--- config.mk ---
export PLATFORM = sky130hd
export DESIGN_NAME = sapc_host
export DESIGN_NICKNAME = d
export VERILOG_FILES = /design/src/core/sapc_pkg.sv /design/src/core/sapc_fifo.sv /design/src/core/sapc_host.sv
export VERILOG_INCLUDE_DIRS = /design/src /design/src/core
export SDC_FILE = /design/constraint.sdc
export NUM_CORES = 1
export LEC_CHECK = 0
export BUFFER_PORTS_ARGS = -buffer_cell sky130_fd_sc_hd__buf_2
export CORE_MARGIN = 2
export CORE_UTILIZATION = 45
export DETAILED_ROUTE_END_ITERATION = 10
export PLACE_DENSITY_LB_ADDON = 0.12
export SYNTH_ARGS = -nofsm -noshare
export SYNTH_HDL_FRONTEND = slang
export SYNTH_SLANG_ARGS = --single-unit
--- constraint.sdc ---
create_clock -name clk_sys_i -period 2.9 [get_ports clk_sys_i]
set_input_delay 0.435 -clock clk_sys_i [delete_from_list [all_inputs] [get_ports clk_sys_i]]
set_output_delay 0.435 -clock clk_sys_i [all_outputs]
set_load 0.02 [all_outputs]
--- src/core/sapc_cfg.svh ---
`ifndef SAPC_CFG_SVH
`define SAPC_CFG_SVH
`define SAPC_CLK_MHZ        40
`define SAPC_PERIOD_NS      25
// Times are in ns.
`define SAPC_T_ACQ_NS       53
`define SAPC_T_CS_W_NS      20
`define SAPC_T_BUSY_UP_NS   40
`define SAPC_T_BUSY_DN_NS   20
`define SAPC_T_RD_NS        25
`define SAPC_T_QUIET_NS     25
`define SAPC_T_B2B_NS       10
`define SAPC_T_CONV_NS      280
`define SAPC_T_RST_MIN_NS   45
`define SAPC_T_RST_MAX_NS   6140
`define SAPC_T_PD_NS        7200
`define SAPC_T_PU_NS        25
// Least times round up, longest times round down, never below one cycle.
`define SAPC_CYC_UP(t)  (((t) + `SAPC_PERIOD_NS - 1) / `SAPC_PERIOD_NS)
`define SAPC_CYC_DN(t)  ((((t) / `SAPC_PERIOD_NS) < 1) ? 1 : ((t) / `SAPC_PERIOD_NS))
`define SAPC_N_ACQ      (`SAPC_CYC_UP(`SAPC_T_ACQ_NS) + 1)
`define SAPC_N_CS       `SAPC_CYC_UP(`SAPC_T_CS_W_NS)
`define SAPC_N_BUSY_TO  (`SAPC_CYC_UP(`SAPC_T_BUSY_UP_NS + `SAPC_T_CONV_NS) + 4)
`define SAPC_N_RD       (`SAPC_CYC_UP(`SAPC_T_RD_NS) + 1)
`define SAPC_N_QUIET    `SAPC_CYC_UP(`SAPC_T_QUIET_NS)
`define SAPC_N_RST      (`SAPC_CYC_UP(`SAPC_T_RST_MIN_NS) + 1)
`define SAPC_N_RST_MAX  `SAPC_CYC_DN(`SAPC_T_RST_MAX_NS)
`define SAPC_N_PD       (`SAPC_CYC_UP(`SAPC_T_PD_NS) + 1)
`define SAPC_N_PU       (`SAPC_CYC_UP(`SAPC_T_PU_NS) + 1)
`define SAPC_RES_W      12
`define SAPC_BYTE_W     8
`define SAPC_FIFO_DEPTH 4
`endif

--- src/core/sapc_pkg.sv ---
package sapc_pkg;
  typedef enum logic [3:0] {
    SAPC_IDLE  = 4'h0,
    SAPC_ACQ   = 4'h1,
    SAPC_QUIET = 4'h3,
    SAPC_CONV  = 4'h2,
    SAPC_BUSY  = 4'h6,
    SAPC_RDCS  = 4'h7,
    SAPC_RDEND = 4'h5,
    SAPC_RDHI  = 4'hE,
    SAPC_RDLO  = 4'hF,
    SAPC_PDLOW = 4'h4,
    SAPC_PDUP  = 4'hC
  } sapc_state_t;
endpackage

--- src/core/sapc_fifo.sv ---
`timescale 1ns/1ps
module sapc_fifo #(
  parameter int WIDTH = 12,
  parameter int DEPTH = 4
) (
  input  wire logic             clk_sys_i,
  input  wire logic             rstn_i,
  input  wire logic             in_valid_i,
  output logic                  in_ready_o,
  input  wire logic [WIDTH-1:0] in_data_i,
  output logic                  out_valid_o,
  input  wire logic             out_ready_i,
  output logic      [WIDTH-1:0] out_data_o
);
  localparam int AW = $clog2(DEPTH);
  logic [WIDTH-1:0] mem [DEPTH];
  logic [AW-1:0]    wr_idx;
  logic [AW-1:0]    rd_idx;
  logic [AW:0]      count;
  logic             push;
  logic             pop;

  assign in_ready_o  = (count != (AW+1)'(DEPTH));
  assign out_valid_o = (count != '0);
  assign out_data_o  = mem[rd_idx];
  assign push        = in_valid_i && in_ready_o;
  assign pop         = out_valid_o && out_ready_i;

  always_ff @(posedge clk_sys_i) begin
    if (push) begin
      mem[wr_idx] <= in_data_i;
    end
  end

  always_ff @(posedge clk_sys_i) begin
    if (!rstn_i) begin
      wr_idx <= '0;
      rd_idx <= '0;
      count  <= '0;
    end else begin
      if (push) begin
        wr_idx <= (wr_idx == AW'(DEPTH-1)) ? '0 : wr_idx + 1'b1;
      end
      if (pop) begin
        rd_idx <= (rd_idx == AW'(DEPTH-1)) ? '0 : rd_idx + 1'b1;
      end
      count <= count + (AW+1)'(push) - (AW+1)'(pop);
    end
  end
endmodule // sapc_fifo

--- src/core/sapc_host.sv ---
`timescale 1ns/1ps
`include "sapc_cfg.svh"
module sapc_host
  import sapc_pkg::*;
(
  input  wire logic                    clk_sys_i,
  input  wire logic                    rstn_i,
  input  wire logic                    start_i,
  input  wire logic                    abort_i,
  input  wire logic                    byte_mode_i,
  input  wire logic                    dev_reset_i,
  input  wire logic                    dev_powerdown_i,
  output logic                         ready_o,
  output logic                         result_valid_o,
  input  wire logic                    result_ready_i,
  output logic [`SAPC_RES_W-1:0]       result_o,
  output logic                         timeout_o,
  output logic                         convert_strobe_o,
  output logic                         cs_n_o,
  output logic                         rd_n_o,
  output logic                         byte_sel_o,
  output logic                         powerdown_reset_n_o,
  input  wire logic                    busy_i,
  input  wire logic [`SAPC_RES_W-1:0]  data_i
);
  ////////////////////////////////////////////////////////////////////////////
  sapc_state_t               state;
  logic [8:0]                cnt;
  logic [2:0]                busy_sync;
  logic                      busy_s;
  logic [`SAPC_RES_W-1:0]    word;
  logic                      fifo_in_valid;
  logic                      fifo_in_ready;
  logic                      pd_req;
  logic                      abort_seen;
  logic                      got_word;

  // Busy is asynchronous to us; accept a change once the last two stages agree.
  always_ff @(posedge clk_sys_i) begin
    if (!rstn_i) begin
      busy_sync <= 3'h0;
      busy_s    <= 1'b0;
    end else begin
      busy_sync <= {busy_sync[1:0], busy_i};
      if (busy_sync[1] == busy_sync[2]) begin
        busy_s <= busy_sync[2];
      end
    end
  end

  // A push still in flight counts as taken room, or a full FIFO would accept one more start.
  assign ready_o = (state == SAPC_IDLE) && fifo_in_ready && !fifo_in_valid;

  ////////////////////////////////////////////////////////////////////////////
  always_ff @(posedge clk_sys_i) begin
    if (!rstn_i) begin
      state               <= SAPC_IDLE;
      cnt                 <= 9'h000;
      convert_strobe_o    <= 1'b1;
      cs_n_o              <= 1'b1;
      rd_n_o              <= 1'b1;
      byte_sel_o          <= 1'b0;
      powerdown_reset_n_o <= 1'b1;
      timeout_o           <= 1'b0;
      pd_req              <= 1'b0;
      word                <= 12'h000;
      fifo_in_valid       <= 1'b0;
      abort_seen          <= 1'b0;
      got_word            <= 1'b0;
    end else begin
      timeout_o     <= 1'b0;
      fifo_in_valid <= 1'b0;
      unique case (state)
        SAPC_IDLE: begin
          cnt        <= 9'h000;
          abort_seen <= 1'b0;
          got_word   <= 1'b0;
          if (dev_reset_i || dev_powerdown_i) begin
            pd_req              <= dev_powerdown_i;
            powerdown_reset_n_o <= 1'b0;
            state               <= SAPC_PDLOW;
          end else if (start_i && ready_o) begin
            cs_n_o <= 1'b0; // Strobe is high, so this opens acquisition
            state  <= SAPC_ACQ;
          end
        end
        SAPC_ACQ: begin
          cnt <= cnt + 9'h001;
          // Hold chip select and acquire before the quiet period ends
          if (cnt >= 9'(`SAPC_N_ACQ) && cnt >= 9'(`SAPC_N_CS)) begin
            cnt   <= 9'h000;
            state <= SAPC_QUIET;
          end
        end
        SAPC_QUIET: begin
          cnt <= cnt + 9'h001;
          // Bus stays released during the quiet window
          if (cnt >= 9'(`SAPC_N_QUIET)) begin
            convert_strobe_o <= 1'b0; // Falling strobe starts conversion
            cnt              <= 9'h000;
            state            <= SAPC_CONV;
          end
        end
        SAPC_CONV: begin
          cnt <= cnt + 9'h001;
          if (busy_s) begin
            convert_strobe_o <= 1'b1;
            cnt              <= 9'h000;
            state            <= SAPC_BUSY;
          end else if (cnt >= 9'(`SAPC_N_BUSY_TO)) begin
            timeout_o <= 1'b1;
            cnt       <= 9'h000;
            state     <= SAPC_RDEND;
          end
        end
        SAPC_BUSY: begin
          cnt <= cnt + 9'h001;
          if (abort_seen) begin
            cs_n_o <= 1'b0; // Falls with strobe and busy high
            cnt    <= 9'h000;
            state  <= SAPC_RDEND;
          end else if (abort_i && busy_s) begin
            // Only a falling chip select aborts, so it is raised for one cycle first.
            cs_n_o     <= 1'b1;
            abort_seen <= 1'b1;
          end else if (!busy_s) begin
            rd_n_o <= 1'b0; // Read only after busy has fallen
            cnt    <= 9'h000;
            state  <= byte_mode_i ? SAPC_RDHI : SAPC_RDCS;
          end else if (cnt >= 9'(`SAPC_N_BUSY_TO)) begin
            timeout_o <= 1'b1;
            cnt       <= 9'h000;
            state     <= SAPC_RDEND;
          end
        end
        SAPC_RDCS: begin
          cnt <= cnt + 9'h001;
          if (cnt >= 9'(`SAPC_N_RD)) begin
            word   <= data_i; // Sampled after the read access time
            got_word <= 1'b1;
            rd_n_o <= 1'b1;
            cnt    <= 9'h000;
            state  <= SAPC_RDEND;
          end
        end
        SAPC_RDHI: begin
          cnt <= cnt + 9'h001;
          if (cnt >= 9'(`SAPC_N_RD)) begin
            word[11:4] <= data_i[11:4];
            byte_sel_o <= 1'b1;
            cnt        <= 9'h000;
            state      <= SAPC_RDLO;
          end
        end
        SAPC_RDLO: begin
          cnt <= cnt + 9'h001;
          if (cnt >= 9'(`SAPC_N_RD)) begin
            word[3:0]  <= data_i[11:8]; // Low bits appear on the top lane
            got_word   <= 1'b1;
            byte_sel_o <= 1'b0;
            rd_n_o     <= 1'b1;
            cnt        <= 9'h000;
            state      <= SAPC_RDEND;
          end
        end
        SAPC_RDEND: begin
          cnt <= cnt + 9'h001;
          // Let the bus float before chip select rises or a new start
          if (cnt >= 9'(`SAPC_N_RD)) begin
            cs_n_o           <= 1'b1;
            convert_strobe_o <= 1'b1;
            fifo_in_valid    <= got_word; // Abort and timeout leave no result.
            cnt              <= 9'h000;
            state            <= SAPC_IDLE;
          end
        end
        SAPC_PDLOW: begin
          cnt <= cnt + 9'h001;
          // Pulse length picks reset or power-down
          if (!pd_req && cnt >= 9'(`SAPC_N_RST)) begin
            powerdown_reset_n_o <= 1'b1;
            cnt                 <= 9'h000;
            state               <= SAPC_PDUP;
          end else if (pd_req && cnt >= 9'(`SAPC_N_PD)) begin
            // Saturate so a long hold can never wrap back to a short count.
            cnt <= 9'(`SAPC_N_PD);
            if (!dev_powerdown_i) begin
              powerdown_reset_n_o <= 1'b1;
              cnt                 <= 9'h000;
              state               <= SAPC_PDUP;
            end
          end
        end
        SAPC_PDUP: begin
          cnt <= cnt + 9'h001;
          if (cnt >= 9'(`SAPC_N_PU)) begin
            pd_req <= 1'b0;
            state  <= SAPC_IDLE;
          end
        end
        default: begin
          state <= SAPC_IDLE;
        end
      endcase
    end
  end

  ////////////////////////////////////////////////////////////////////////////
  // The FIFO lets the consumer lag the converter by four results before starts stall.
  sapc_fifo #(
    .WIDTH (`SAPC_RES_W),
    .DEPTH (`SAPC_FIFO_DEPTH)
  ) u_fifo (
    .clk_sys_i   (clk_sys_i),
    .rstn_i      (rstn_i),
    .in_valid_i  (fifo_in_valid),
    .in_ready_o  (fifo_in_ready),
    .in_data_i   (word),
    .out_valid_o (result_valid_o),
    .out_ready_i (result_ready_i),
    .out_data_o  (result_o)
  );

  ////////////////////////////////////////////////////////////////////////////
  AST_CS_HELD: assert property (@(posedge clk_sys_i) disable iff (!rstn_i)
    $fell(cs_n_o) |-> !cs_n_o [*2])
    else $error("Chip select pulse shorter than required.");
  AST_QUIET: assert property (@(posedge clk_sys_i) disable iff (!rstn_i)
    $fell(convert_strobe_o) |-> $past(rd_n_o) && rd_n_o && !cs_n_o)
    else $error("Read active near conversion start.");
  AST_START_ACQ: assert property (@(posedge clk_sys_i) disable iff (!rstn_i)
    $fell(cs_n_o) && !abort_seen |-> convert_strobe_o && state == SAPC_ACQ)
    else $error("Chip select fell without acquisition.");
  AST_ABORT: assert property (@(posedge clk_sys_i) disable iff (!rstn_i)
    $fell(cs_n_o) && abort_seen |-> convert_strobe_o && busy_s && state == SAPC_RDEND)
    else $error("Abort without strobe and busy high.");
  AST_RST_LEN: assert property (@(posedge clk_sys_i) disable iff (!rstn_i)
    $rose(powerdown_reset_n_o) && !pd_req |-> $past(!powerdown_reset_n_o, 2))
    else $error("Reset pulse too short.");
  AST_RST_MAX: assert property (@(posedge clk_sys_i) disable iff (!rstn_i)
    $fell(powerdown_reset_n_o) && !pd_req |-> ##[1:8] powerdown_reset_n_o)
    else $error("Reset pulse too long.");
  AST_PD_LEN: assert property (@(posedge clk_sys_i) disable iff (!rstn_i)
    $rose(powerdown_reset_n_o) && pd_req |-> $past(cnt) >= 9'(`SAPC_N_PD))
    else $error("Power-down hold too short.");
  AST_READ_IDLE: assert property (@(posedge clk_sys_i) disable iff (!rstn_i)
    !rd_n_o |-> !cs_n_o)
    else $error("Read strobe without chip select.");
  AST_BYTE_RD: assert property (@(posedge clk_sys_i) disable iff (!rstn_i)
    $rose(byte_sel_o) |-> !rd_n_o [*3])
    else $error("Byte select changed outside a read.");
endmodule // sapc_host

==> impl_metrics.json, run 1 <==
{
  "period_needed_ns": 2.45,
  "multiInputGateArea_sq_um": 2000,
  "synth.distinct_cells": 67,
  "avgSynthCellArea_sq_um": 11.5,
  "io_pins": 41,
  "clk_pin_slew_ns": 0.11,
  "routed.top_layer": "met4",
  "cts_setup_buffers": 0,
  "vias_per_cell": 5.54,
  "crit_type": "register to register",
  "synth_edf_count": 48,
  "synth_largest_area_cell": "edfxtp_1",
  "ctsResizeCount": 0,
  "place_area_sq_um": 4900,
  "yosys_register_bits": 96,
  "tns_ns": 0,
  "vias": 3175,
  "crit_required_ns": 3.16,
  "ant_nets": 0,
  "grt_pass1_vias": 3115,
  "grt_max_degree": 25,
  "nNetsFinal": 467,
  "drv_cap": 0,
  "rsz0062_at_grt": "no",
  "wire_per_inst_um": 16.8,
  "design_area_sq_um": 5110,
  "wl_met2_um": 5070,
  "antenna_cells": 0,
  "numClockSinks": 96,
  "cp.arrival_ns": 2.71,
  "ir_drop_uv": 365,
  "final_cell_mix": "dfxtp_1 (48), edfxtp_1 (48), buf_2 (40)",
  "clk-insertion-delay-late_ns": 0.36,
  "final-hold-violation-count": 0,
  "syn_to_final_growth_pct": 11.7,
  "routabilityCongestion": 0.854,
  "drt-pass1-iter-count": 4,
  "netlist.area_leader.share": 0.315,
  "final_layout_size_suffix_gt1_frac": 0.220,
  "ys_seq_area_frac": 0.525,
  "dp.cells": 557,
  "place_hpwl_um": 6730,
  "port_buffers": 40,
  "leakage_uw": 0.00191,
  "synthesis.nets": 430,
  "drc": 0,
  "wl_um": 9630,
  "start_util": 0.466,
  "routed-wl-met3_um": 352,
  "finalSetupViolCount": 0,
  "power_density_nw_per_um2": 689,
  "h-tree-depth": 3,
  "antenna_found_initial": 0,
  "cp_max_fo": 8,
  "setup.worst_path.start_class": "register",
  "synth_area_sq_um": 4580,
  "yosysWarningCount": 0,
  "fillers": 906,
  "finalCritPeriodShare": 0.844,
  "async_reset_ff_frac": 0,
  "cts_tree": "done",
  "cts.path.max_buffers": 2,
  "slew_viol_final": 0,
  "grt_pass1_wl_um": 16000,
  "core_area_sq_um": 9820,
  "rows": 36,
  "cts_buffers": 9,
  "holdWs_ns": 0.273,
  "drtIter0Drc": 141,
  "regArea_sq_um": 2400,
  "netlist_top_cells_area": "edfxtp_1 (31%), dfxtp_1 (21%), mux4_2 (5.9%)",
  "grt.overflow.total": 0,
  "dieWidth_um": 105,
  "dieArea_sq_um": 11000,
  "die_y_um": 105,
  "cts-root-buf": "clkbuf_8",
  "skew_ns": 0.0155,
  "final_cells": 573,
  "crit_path_end_kind": "register",
  "wl_met1_um": 4100,
  "tightest_slew_ns": 0.673,
  "hold_class": "input pin to register",
  "cts_hold_buf": 0,
  "max_clock_freq_mhz": 408,
  "synthCells": 398,
  "status": "complete, no violations",
  "maxSlewHeadroom": 0.550,
  "grt_use_total": 0.184,
  "ys.flop_type": "edfxtp_1"
}
[worst max-delay path: stages, from the launching register on]
cell	delay, ns
dfxtp_1	0.45
inv_1	0.15
ha_1	0.21
nor3_1	0.38
a31oi_1	0.28
a211oi_2	0.51
nor3_1	0.13
a2bb2o_2	0.25
[flip-flops by register name (all words and copies together) (netlist names), 2 cells and up, named ones only]
name / flops
state: 4
word: 12
u_fifo.count: 3
u_fifo.mem: 48
busy_sync: 3
u_fifo.wr_idx: 2
u_fifo.rd_idx: 2
cnt: 9
[cell families after synthesis]
group,Yosys count,synth area share
simple gates,130,0.155
flops,96,0.525
compound gates,91,0.149
buf+inv,38,0.0375
mux,28,0.0943
fa+ha+maj,11,0.0317
xor+xnor,4,0.00766
[report_power, final]
group	leakage [uW]	internal, uW	switching (uW)	total, uW
logic	0.000936	421	595	1020
clock network	0.000103	416	495	911
registers	0.000872	1480	110	1590
total	0.00191	2320	1200	3520
[final timing paths]
| kind | slack [ns] | to | from | cells after the start |
|---|---|---|---|---|
| min | 0.27 | busy_sync[0] | busy_i | 2 |
| max reg2reg | 0.45 | state[1] | cnt[1] | 7 |
| min reg2reg | 0.45 | fifo_in_valid | got_word | 2 |
| max | 0.45 | state[1] | cnt[1] | 7 |
[cells in the mapped netlist, types with 7 or more instances]
library cell,instances
a21oi_1,29
and2_1,15
clkbuf_1,12
dfxtp_1,48
edfxtp_1,48
ha_1,10
inv_1,13
mux2i_1,15
mux4_2,12
nand2_1,24
nand3_1,7
nor2_1,32
nor3_1,11
o21ai_0,12
[cell type report]
| cell class | instances | area share |
|---|---|---|
| tap | 133 | 0.0326 |
| clock inverter | 7 | 0.0164 |
| clock buffer | 9 | 0.0242 |
| timing repair buffer | 51 | 0.0553 |
| sequential | 96 | 0.470 |
| multi-input combinational | 264 | 0.392 |
| inverter | 13 | 0.00955 |
[metal layers]
metal	global-route usage	up-vias
met5	0	-
met4	0.0429	0
met3	0.0356	11
met2	0.334	65
met1	0.225	1520
li1	-	1579
[per-stage QoR]
| stage | total power, uW | util | worst slack [ns] |
|---|---|---|---|
| 4_1_cts | 3560 | 0.521 | 0.464 |
| 3_3_place_gp | 2630 | 0.499 | 0.542 |
| 5_1_grt | 3740 | 0.521 | 0.149 |
| 6_report | 3520 | 0.521 | 0.451 |
| 2_1_floorplan | 2370 | - | 0.577 |
| 3_5_place_dp | 2640 | 0.499 | 0.480 |
No activity file was read; power rests on OpenSTA's default activity.
==> run 2, diff against run 1 <==
- clock period: 2.9 -> 2.12 ns (I/O delays scaled with it)
==> run 2 against run 1 <==
- critical path depth is 4 higher
- combinational power is 83% higher
- sequential power rose by 35%
- highest routed layer unchanged
- critical path type unchanged
- largest power group unchanged
- clock skew is 0.0034 ns lower
- total power up 50%
- wire length rose by 4.9%
- first-iteration DRC count down 16%
- global-route usage is 0.74 points higher
==> impl_metrics.json, run 2 (synthesis results as in run 1) <==
{
  "internal-power_uw": 3490,
  "p_sw_frac": 0.339,
  "vias": 3346,
  "wl_um": 10100,
  "cts_tree": "done",
  "max_clock_freq_mhz": 484,
  "r2r_slack_ns": 0.06,
  "status": "complete, no violations",
  "start_util": 0.466,
  "slew_viol_final": 0,
  "crit_buf_inv": 3,
  "regMostFlops": "u_fifo.mem",
  "holdWs_ns": 0.150,
  "maxSlewHeadroom": 0.578,
  "switching_power_uw": 1790,
  "rsz0062_at_grt": "yes",
  "power_density_nw_per_um2": 961,
  "skew_ns": 0.0121,
  "period_needed_ns": 2.06,
  "seqPwrFrac": 0.407,
  "drtIter0Drc": 118,
  "rows": 36,
  "routabilityCongestion": 0.864,
  "vias_per_cell": 5.48,
  "finalCritPeriodShare": 0.974,
  "max_stage_delay_ns": 0.40,
  "cp.arrival_ns": 2.33,
  "reg_top3": "u_fifo.mem (48), word (12), cnt (9)",
  "cp_max_fo": 4,
  "cp_top_family": "adder cells",
  "grt_use_total": 0.191,
  "power_frac_comb": 0.353,
  "grt_pass1_wl_um": 16400,
  "drv_cap": 0,
  "io_pins": 41,
  "grt_pass1_vias": 3302,
  "drt-pass1-iter-count": 4,
  "dieWidth_um": 105,
  "ant_nets": 0,
  "postLayoutCoreUtil": 0.559,
  "antenna_cells": 0,
  "dieArea_sq_um": 11000,
  "setup.worst_path.start_class": "register",
  "grt.overflow.total": 0,
  "cts.path.max_buffers": 2,
  "largest_reg_flops": 48,
  "final_layout_size_suffix_gt1_frac": 0.324,
  "critPathSlowestCell": "or3_4",
  "syn_to_final_growth_pct": 20.0,
  "antenna_found_initial": 0,
  "crit_chain": "or3_4 -> nand2_4 -> inv_4 -> ha_4 -> inv_2 -> ha_4 -> inv_2 -> fa_2 -> xor2_1 -> xnor2_1 -> nor2_1",
  "die_y_um": 105,
  "cts_buffers": 9,
  "nNetsFinal": 505,
  "port_buffers": 40,
  "ir_drop_uv": 580,
  "hold_class": "input pin to register",
  "tightest_slew_ns": 0.633,
  "core_area_sq_um": 9820,
  "drc": 0,
  "h-tree-depth": 3,
  "cts-root-buf": "clkbuf_8",
  "finalSetupViolCount": 0,
  "final-hold-violation-count": 0,
  "crit_path_end_kind": "register",
  "leakage_uw": 0.00211,
  "numClockSinks": 96,
  "crit_type": "register to register",
  "power.share.clock": 0.239,
  "wire_per_inst_um": 16.5,
  "final_cell_mix": "buf_4 (48), edfxtp_1 (48), dfxtp_1 (42)",
  "clk-insertion-delay-late_ns": 0.37,
  "place_hpwl_um": 7130,
  "clk_pin_slew_ns": 0.10,
  "crit_required_ns": 2.38,
  "grt_max_degree": 21
}
==> run 2: timing repair <==
item | CTS | global route
hold buffers | 0 | 0
cloned | 0 | 0
endpoints found under the setup margin | 1 | 13
pin swaps | 2 | 9
setup buffers | 3 | 9
gates resized for setup | 9 | 10
==> run 2: metal layers <==
layer	GRT usage	wire length [um]	up-vias
li1	-	-	1653
met1	0.237	4430	1609
met2	0.326	5100	64
met3	0.0412	346	20
met4	0.0743	225	0
met5	0	0	-
==> run 2: path summary, 6_finish.rpt <==
check                           cells after the start             from               to
worst min register to register                      2         got_word    fifo_in_valid
worst max register to register                     11  u_fifo.count[2]  u_fifo.count[2]
worst min-delay path                                2           busy_i     busy_sync[0]
worst max-delay path                               11  u_fifo.count[2]  u_fifo.count[2]
==> run 2: power by group through the flow <==
stage	Combinational (uW)	Sequential (uW)	Clock, uW
final	1870	2150	1260
after global routing	2040	2170	1370
after CTS	1740	2150	1280
after detailed placement	1710	2170	0
after global placement	1700	2170	0
after floorplan	1150	2170	0
==> run 2: final cells by class <==
cell class / instances / area (sq um)
clock buffers: 9 / 124
clock inverters: 7 / 77.6
fillers: 900 / 4330
inverters: 13 / 51.3
multi-input cells: 264 / 2080
flip-flops and latches: 96 / 2420
well taps: 133 / 166
repair buffers: 89 / 578
==> run 2: per-stage QoR <==
step	setup TNS [ns]	total power, uW	worst slack (ns)	cell area (sq um)	instances
6_report	0	5280	0.0553	5490	611
5_1_grt	-0.00948	5580	-0.00948	5490	611
4_1_cts	0	5180	0.0209	5390	602
3_5_place_dp	0	3880	0.0535	5150	585
3_3_place_gp	0	3870	0.0646	5150	585
2_1_floorplan	0	3320	0.00621	4620	398
